### config.mk
export PLATFORM = sky130hd
export DESIGN_NAME = dss_port
export DESIGN_NICKNAME = d
export VERILOG_FILES = /design/src/design/dss_port.v /design/src/design/dss_regmem.v
export VERILOG_INCLUDE_DIRS = /design/src /design/src/design
export SDC_FILE = /design/constraint.sdc
export NUM_CORES = 2
export LEC_CHECK = 0
export BUFFER_PORTS_ARGS = -buffer_cell sky130_fd_sc_hd__buf_2
export CORE_MARGIN = 5
export CORE_UTILIZATION = 30
export DETAILED_ROUTE_END_ITERATION = 16
export PLACE_DENSITY = 0.42
export SLEW_MARGIN = 25
export SYNTH_ARGS = -nofsm -noshare
export SYNTH_HDL_FRONTEND = slang
export SYNTH_SLANG_ARGS = --single-unit
### constraint.sdc
create_clock -name clk_i -period 5.5 [get_ports clk_i]
set_clock_uncertainty 0.2 [all_clocks]
set_input_delay 0.275 -clock clk_i [delete_from_list [all_inputs] [get_ports clk_i]]
set_output_delay 0.275 -clock clk_i [all_outputs]
set_load 0.01 [all_outputs]
### src/design/dss_defs.vh
`ifndef DSS_DEFS_VH
`define DSS_DEFS_VH

// Control byte layout
`define DSS_DIR_READ      1'b1
`define DSS_ADDR_W        7
`define DSS_BYTE_LAST     3'h7
`define DSS_BIT_FIRST     3'h0

// Register holding the three-wire enable bit in each sensor core
`define DSS_REG_IF_CONF   7'h34
`define DSS_THREE_WIRE_ENABLE_BIT      0

// Sensor index within the register image
`define DSS_SENS_ACCEL    1'b0
`define DSS_SENS_GYRO     1'b1

// Start-up delay before the protocol strap is taken
`define DSS_STRAP_WAIT    2'h3

`endif

### src/design/dss_port.v
`timescale 1ns/1ps
`include "dss_defs.vh"
module dss_port (
    input  wire clk_i,
    input  wire srst_i,
    input  wire ce_i,
    input  wire protocol_select_strap_i,
    input  wire shared_serial_clock_pin_i,
    input  wire accel_select_n_i,
    input  wire gyro_select_n_i,
    input  wire shared_serial_data_pin_i,
    output reg  shared_serial_data_pin_o,
    output reg  shared_serial_data_pin_oe_o,
    input  wire accel_serial_out_i,
    output reg  accel_serial_out_o,
    output reg  accel_serial_out_oe_o,
    input  wire gyro_serial_out_i,
    output reg  gyro_serial_out_o,
    output reg  gyro_serial_out_oe_o,
    output reg  i2c_mode_o,
    output reg  accel_addr_lsb_o,
    output reg  gyro_addr_lsb_o,
    output reg  three_wire_enable_o,
    output reg  spi_mode3_o
);

    localparam ST_IDLE  = 5'h01;
    localparam ST_CTRL  = 5'h02;
    localparam ST_RDATA = 5'h04;
    localparam ST_WDATA = 5'h08;
    localparam ST_DONE  = 5'h10;

    // Two-stage synchronisers for all pins
    reg [1:0] sck_s;
    reg [1:0] csa_s;
    reg [1:0] csg_s;
    reg [1:0] sdx_s;
    reg [1:0] sdoa_s;
    reg [1:0] sdog_s;
    reg [1:0] strap_s;
    reg       sck_d;
    reg       cs_act_d;

    reg [4:0] state;
    reg [2:0] bit_idx;
    reg [7:0] shift_in;
    reg [7:0] shift_out;
    reg [6:0] addr;
    reg       sens;
    reg       cpol;
    reg       drive;
    reg       dout;
    reg       three_wire_enable_acc;
    reg       three_wire_enable_gyr;
    reg [1:0] strap_cnt;
    reg       strap_taken;
    reg       i2c_mode;
    reg       wr_en;
    reg [7:0] wr_data;

    wire [7:0] mem_q;
    wire [7:0] rx_byte;
    wire       sck_rise;
    wire       sck_fall;
    wire       cs_act;
    wire       three_wire;

    function sel_low;
        input s;
        input a_n;
        input g_n;
        begin
            sel_low = (s == `DSS_SENS_ACCEL) ? ~a_n : ~g_n;
        end
    endfunction

    assign sck_rise   = sck_s[1] & ~sck_d;
    assign sck_fall   = ~sck_s[1] & sck_d;
    assign cs_act     = ~csa_s[1] | ~csg_s[1];
    assign rx_byte    = {shift_in[6:0], sdx_s[1]};
    assign three_wire = three_wire_enable_acc & three_wire_enable_gyr;

    always @(posedge clk_i) begin
        if (srst_i) begin
            sck_s   <= 2'h0;
            csa_s   <= 2'h3;
            csg_s   <= 2'h3;
            sdx_s   <= 2'h0;
            sdoa_s  <= 2'h0;
            sdog_s  <= 2'h0;
            strap_s <= 2'h0;
            sck_d    <= 1'b0;
            cs_act_d <= 1'b0;
        end else if (ce_i) begin
            sck_s   <= {sck_s[0], shared_serial_clock_pin_i};
            csa_s   <= {csa_s[0], accel_select_n_i};
            csg_s   <= {csg_s[0], gyro_select_n_i};
            sdx_s   <= {sdx_s[0], shared_serial_data_pin_i};
            sdoa_s  <= {sdoa_s[0], accel_serial_out_i};
            sdog_s  <= {sdog_s[0], gyro_serial_out_i};
            strap_s <= {strap_s[0], protocol_select_strap_i};
            sck_d    <= sck_s[1];
            cs_act_d <= cs_act & ~i2c_mode;
        end
    end

    // Strap taken once after reset release
    always @(posedge clk_i) begin
        if (srst_i) begin
            strap_cnt   <= 2'h0;
            strap_taken <= 1'b0;
            i2c_mode    <= 1'b0;
        end else if (ce_i && !strap_taken) begin
            if (strap_cnt == `DSS_STRAP_WAIT) begin
                i2c_mode    <= strap_s[1];
                strap_taken <= 1'b1;
            end else begin
                strap_cnt <= strap_cnt + 2'h1;
            end
        end
    end

    // Serial engine
    always @(posedge clk_i) begin
        if (srst_i) begin
            state     <= ST_IDLE;
            bit_idx   <= `DSS_BIT_FIRST;
            shift_in  <= 8'h00;
            shift_out <= 8'h00;
            addr      <= 7'h00;
            sens      <= `DSS_SENS_ACCEL;
            cpol      <= 1'b0;
            drive     <= 1'b0;
            dout      <= 1'b0;
            three_wire_enable_acc  <= 1'b0;
            three_wire_enable_gyr  <= 1'b0;
            wr_en     <= 1'b0;
            wr_data   <= 8'h00;
        end else if (ce_i) begin
            wr_en <= 1'b0;
            if (state != ST_IDLE &&
                !sel_low(sens, csa_s[1], csg_s[1])) begin
                state <= ST_IDLE;
                drive <= 1'b0;
            end else begin
                case (state)
                    ST_IDLE: begin
                        drive <= 1'b0;
                        if (strap_taken && !i2c_mode && cs_act &&
                            !cs_act_d) begin
                            state   <= ST_CTRL;
                            bit_idx <= `DSS_BIT_FIRST;
                            cpol    <= sck_s[1];
                            sens    <= csa_s[1] ? `DSS_SENS_GYRO
                                                : `DSS_SENS_ACCEL;
                        end
                    end
                    ST_CTRL: begin
                        if (sck_rise) begin
                            shift_in <= rx_byte;
                            bit_idx  <= bit_idx + 3'h1;
                            if (bit_idx == `DSS_BYTE_LAST) begin
                                addr <= rx_byte[6:0];
                                if (shift_in[6] == `DSS_DIR_READ) begin
                                    state <= ST_RDATA;
                                end else begin
                                    state <= ST_WDATA;
                                end
                            end
                        end
                    end
                    ST_RDATA: begin
                        if (sck_fall) begin
                            drive <= 1'b1;
                            if (bit_idx == `DSS_BIT_FIRST) begin
                                dout      <= mem_q[7];
                                shift_out <= {mem_q[6:0], 1'b0};
                                addr      <= addr + 7'h01;
                            end else begin
                                dout      <= shift_out[7];
                                shift_out <= {shift_out[6:0], 1'b0};
                            end
                        end
                        if (sck_rise) begin
                            bit_idx <= bit_idx + 3'h1;
                        end
                    end
                    ST_WDATA: begin
                        drive <= 1'b0;
                        if (sck_rise) begin
                            shift_in <= rx_byte;
                            bit_idx  <= bit_idx + 3'h1;
                            if (bit_idx == `DSS_BYTE_LAST) begin
                                wr_en   <= 1'b1;
                                wr_data <= rx_byte;
                                state   <= ST_DONE;
                                if (addr == `DSS_REG_IF_CONF) begin
                                    if (sens == `DSS_SENS_ACCEL) begin
                                        three_wire_enable_acc <=
                                            rx_byte[`DSS_THREE_WIRE_ENABLE_BIT];
                                    end else begin
                                        three_wire_enable_gyr <=
                                            rx_byte[`DSS_THREE_WIRE_ENABLE_BIT];
                                    end
                                end
                            end
                        end
                    end
                    ST_DONE: begin
                        drive <= 1'b0;
                    end
                    default: begin
                        state <= ST_IDLE;
                    end
                endcase
            end
        end
    end

    // Pin drivers, all registered
    always @(posedge clk_i) begin
        if (srst_i) begin
            shared_serial_data_pin_o    <= 1'b0;
            shared_serial_data_pin_oe_o <= 1'b0;
            accel_serial_out_o          <= 1'b0;
            accel_serial_out_oe_o       <= 1'b0;
            gyro_serial_out_o           <= 1'b0;
            gyro_serial_out_oe_o        <= 1'b0;
            i2c_mode_o                  <= 1'b0;
            accel_addr_lsb_o            <= 1'b0;
            gyro_addr_lsb_o             <= 1'b0;
            three_wire_enable_o         <= 1'b0;
            spi_mode3_o                 <= 1'b0;
        end else if (ce_i) begin
            shared_serial_data_pin_o    <= dout;
            shared_serial_data_pin_oe_o <= drive & three_wire;
            accel_serial_out_o          <= dout;
            accel_serial_out_oe_o       <= drive & ~three_wire &
                                           (sens == `DSS_SENS_ACCEL);
            gyro_serial_out_o           <= dout;
            gyro_serial_out_oe_o        <= drive & ~three_wire &
                                           (sens == `DSS_SENS_GYRO);
            i2c_mode_o                  <= i2c_mode;
            if (i2c_mode) begin
                accel_addr_lsb_o <= sdoa_s[1];
                gyro_addr_lsb_o  <= sdog_s[1];
            end
            three_wire_enable_o <= three_wire;
            spi_mode3_o         <= cpol;
        end
    end

    dss_regmem #(
        .AW (8),
        .DW (8)
    ) u_regmem (
        .clk_i   (clk_i),
        .ce_i    (ce_i),
        .we_i    (wr_en),
        .waddr_i ({sens, addr}),
        .wdata_i (wr_data),
        .raddr_i ({sens, addr}),
        .rdata_o (mem_q)
    );

endmodule // dss_port

### src/design/dss_regmem.v
`timescale 1ns/1ps
module dss_regmem #(
    parameter AW = 8,
    parameter DW = 8
) (
    input  wire          clk_i,
    input  wire          ce_i,
    input  wire          we_i,
    input  wire [AW-1:0] waddr_i,
    input  wire [DW-1:0] wdata_i,
    input  wire [AW-1:0] raddr_i,
    output reg  [DW-1:0] rdata_o
);

    reg [DW-1:0] mem [0:(1<<AW)-1];

    // Register image, read data registered
    always @(posedge clk_i) begin
        if (ce_i) begin
            if (we_i) begin
                mem[waddr_i] <= wdata_i;
            end
            rdata_o <= mem[raddr_i];
        end
    end

endmodule // dss_regmem
# Word-level counts from Yosys, hierarchy flattened
# Memories as Yosys holds them, arrays and structs flattened. A register that Yosys moved wholly into a read port is not among the register bits.
# Cells that the tools add are included.
# word_totals
inputBits,10
out_inout_bits,11
ff_bits,74
mem_bits_rw,2048
memories,1
# memory_table
name,depth,width,rd,rd_ports_with_merged_regs,wr,line_no,text
u_regmem.mem,256,8,1,1,1,dss_regmem.v:15,reg [DW-1:0] mem [0:(1<<AW)-1];
# classes
n_bitwise,18
muxes,30
addsub,3
n_reduce_logical,30
n_eq_ne,22
# op_table
op,count
5-bit 2-to-1 mux,6
7-bit 2-to-1 mux,4
7-bit AND reduction,4
5-bit one-hot mux with 4 select lines,1
"3-bit inequality test, second input constant",6
7-bit one-hot mux with 2 select lines,1
1-bit 2-to-1 mux,12
4-bit AND reduction,3
"2-bit inequality test, second input constant",5
5-bit AND reduction,2
1-bit inverter,9
1-bit bitwise AND,8
8-bit 2-to-1 mux,1
"7-bit by 1-bit adder with 7-bit output, second input constant",1
"7-bit by 6-bit equality test with 1-bit output, second input constant",1
3-bit 2-to-1 mux,2
3-bit one-hot mux with 2 select lines,1
2-bit AND reduction,3
3-bit OR reduction,2
"5-bit by 1-bit equality test with 1-bit output, second input constant",1
"5-bit by 2-bit equality test with 1-bit output, second input constant",1
"5-bit by 3-bit equality test with 1-bit output, second input constant",1
"5-bit by 4-bit equality test with 1-bit output, second input constant",1
"5-bit equality test, second input constant",1
other kinds (16),26

# Longest topological paths before layout
# logic_depth
ltp_word,7
depth_mapped,10
depth_no_buf,9

# Cells and area by module
# From an unflattened synthesis, not the netlist that was laid out.
# hier_totals
hier_cells,4139
hier_area_um2,83331.2
# by_module_without_submodules
mod,area_each_um2,cells_per_inst,instances
dss_regmem,79945.4,3762,1
dss_port,3385.7,377,1

# Worst setup path after synthesis
# OpenSTA, ideal clock, no wires.
# synth_timing
kind,register to register
startpoint,register wr_data[0]
endpoint,memory u_regmem.mem[0][0] (data pin)
synth_period_minus_slack_ps,4452
setup_slack_ps,1048
required_time_ps,4444
arrival_time_ps,3397
path_buffers,0
path_stages_with_launch,1
cell_sequence,dfxtp_1
# synth_lines
item,line_no,text
start: declaration,dss_port.v:59,reg [7:0] wr_data;
start signal: assignment,dss_port.v:195,wr_data <= rx_byte;
end: declaration,dss_regmem.v:15,
# No word-level cell before the write port.

==> metrics.yaml <==
clock_network:
  clk_latency_ps: 870
  cts_max_level: 4
  cts_resized: 0
  cts.path.max_buffers: 3
  hold_buffers: 23
  post_cts_buffers: 0
  cts_tree: "yes"
  cts_root_buffer: "clkbuf_16"
  cts.sinks: 2129
  clkTransAtPathRegs_ps: 60
  cts_made_buffers: 226
min_path:
  hp-class: "reg -> reg"
  hp-start: "accel_addr_lsb_o"
  holdPathStages: 2
drt:
  dr.pass1.iters: 5
  routedWlPerCell_um: 28.7
  vias_per_cell: 5.01
  antenna_left: 0
  drt-total-wl_um: 225000
  drt_iter0_drc: 3735
  drc_errors: 0
  dr_total_vias: 39300
critical_path:
  rr_startpoint: "addr[1]"
  crit_top_cell: "buf_4"
  critPathArrivalTime_ps: 4950
  cp_slowest_stage_delay_ps: 1040
  cp-end-kind: "flip-flop"
  critPathBufInv: 3
  critical_path.startpoint: "addr[1]"
  startpoint_type: "flip-flop"
  critPathRequiredTime_ps: 5880
  worst-path-stages: 8
  path_delay_family: "compound AO/OA/AOI/OAI gates"
  crit_chain: "buf_12 > buf_4 > mux4_2 > a22oi_1 > a21oi_1 > o41ai_1 > buf_4 > nand4_1"
  critPathMaxFanout: 69
  rr_worst_depth: 8
  path_class: "reg -> reg"
  crit_slowest_cell: "o41ai_1"
floorplanning:
  die_x_um: 532
  die_area_um2: 284000
  io_pins: 21
  core_um2: 271000
  dieHeight_um: 532
  rows: 191
  initial_core_util_pct: 30.2
synth:
  ys_seq_area_share_pct: 77.2
  post_synth_instance_area_um2: 81900
  synth_warnings: 0
  ys_async_sr_fraction_pct: 0
  ys.flop_type: "edfxtp_1"
  synth_top_area_share_pct: 75.4
  synth_cell_types: 46
  synth_edf_count: 2056
  ys_ff_latch: 2129
  syn_avg_cell_area_um2: 21.1
  synth_nets: 3902
  synthCells: 3884
  synthTopCellsByCount: "edfxtp_1 (2,056), mux4_2 (512), nor2_1 (318), a22oi_1 (256), a21oi_1 (152)"
  yosys-top-cells-area: "edfxtp_1 (75%), mux4_2 (14%), a22oi_1 (2.3%), dfxtp_1 (1.8%), nor2_1 (1.5%)"
  synth_most_common_cell: "edfxtp_1"
  yosysTopAreaCell: "edfxtp_1"
place:
  io_buffers: 20
  dp_hpwl_um: 131000
  place_ws_ps: 972
  gp_congestion: 0.737
timing:
  clock.fmax_mhz: 219
  rsz0062_at_grt: "no"
  period_minus_slack_ps: 4570
  final-hold-violation-count: 0
  finalSetupViolations: 0
  fin_ws_ps: 929
  fin_crit_sh_pct: 83.1
  slew_headroom_pct: 21.1
  finalSetupTns_ps: 0
  worst-slew-pin-transition_ps: 1170
  maxSlewViolCount: 0
status:
  status: "finished clean"
grt:
  grt_usage_pct: 15.6
  grt_antenna_before_repair: 10
  grt_max_degree: 201
  grt_overflow: 0
  grt_pass1_wl_um: 320000
  grt_pass1_vias: 40900
power_and_ir_drop:
  switching_share_pct: 20.1
  pwr-share-comb_pct: 0.5
  p_leak_nw: 33.2
  switching_power_mw: 6.54
  pwr-share-clk_pct: 45.6
  power_frac_seq_pct: 53.9
  power_density_nw_per_um2: 344
  p_int_mw: 26.0
  ir_drop_mv: 0.295
finish:
  area_delta_synth_final_pct: 15.3
  multi_input_area_um2: 17600
  regArea_um2: 63200
  num-fill-cells: 25100
  fin_nets: 4100
  drive_gt1_share_pct: 25.8
job:
  drv_cap: 0
cells in the final DEF (no fill, tap or decap), drive strengths merged, types with 7 or more instances in the layout:
cell            n
o21ai          12
edfxtp       2056
buf           196
nor2b          14
a21oi         152
dlygate4sd3    23
mux2i          49
a211oi          9
nor2          318
o41ai          32
nand2b          7
inv            14
nand2          59
clkinvlp       10
clkinv        102
and3            8
mux4          512
nand3          11
bufinv         17
nor3            7
dfxtp          73
clkbuf        279
ha              8
nand4          14
a22oi         256
metrics by stage:
| step | util, % | hold slack [ps] | area (µm²) | cells | total power, mW |
|---|---|---|---|---|---|
| CTS | 34.8 | 205 | 94400 | 7841 | 32.9 |
| global placement | 32.1 | 246 | 87000 | 7400 | 18.0 |
| floorplan | - | 187 | 81900 | 3884 | 17.9 |
| global route | 34.8 | 269 | 94400 | 7842 | 33.6 |
| detailed placement | 32.1 | 245 | 87100 | 7401 | 18.0 |
| finish | 34.8 | 254 | 94400 | 7845 | 32.5 |
power by group through the flow:
stage | clock network (mW) | logic (mW) | registers (mW)
after floorplan | 0 | 0.0827 | 17.9
after global placement | 0 | 0.139 | 17.9
after detailed placement | 0 | 0.139 | 17.9
after CTS | 15.2 | 0.152 | 17.5
after global routing | 15.9 | 0.164 | 17.5
final | 14.8 | 0.153 | 17.5
logic make-up (layout without fill, tap and decap cells):
group	count (synthesis)	count (layout)	synth area share, %
fa+ha+maj	8	8	0.122
xor+xnor	3	3	0.0321
simple gates	456	456	2.35
buf+inv	254	641	1.47
other cells	0	4	0
flops	2129	2129	77.2
mux	562	562	14.7
compound gates	472	472	4.15
metal layers:
layer,vias to the layer above,GRT usage [%],share of wire [%]
met4,2,4.15,2.5
li1,16700,-,-
met3,313,2.43,4.4
met5,-,0,0.0058
met2,909,24.8,47
met1,21400,22.5,46
state kept, by name (all words and copies together), names as in the netlist, 3 cells and up:
signal            count
addr                  7
bit_idx               3
shift_in              7
shift_out             7
state                 5
u_regmem.mem       2048
u_regmem.rdata_o      8
wr_data               8
worst min-delay path, stage by stage, from the launching register on:
cell and delay [ps]:
dfxtp_1 300, nand2_1 50, a21oi_1 50
final cells by class:
| cell class | instances | area share [%] |
|---|---|---|
| Clock inverter | 138 | 1.31 |
| Inverter | 5 | 0.0199 |
| Antenna cell | 4 | 0.0106 |
| Clock buffer | 279 | 6.24 |
| Sequential cell | 2129 | 67.0 |
| Tap cell | 3570 | 4.73 |
| Timing Repair Buffer | 219 | 2.10 |
| Multi-Input combinational cell | 1501 | 18.6 |
final timing paths:
check                                           end  slack (ps)
worst min register to register     accel_addr_lsb_o         250
worst max-delay path            u_regmem.rdata_o[7]         930
worst min-delay path               accel_addr_lsb_o         250
worst max register to register  u_regmem.rdata_o[7]         930
Power figures use the tool's default switching activity.
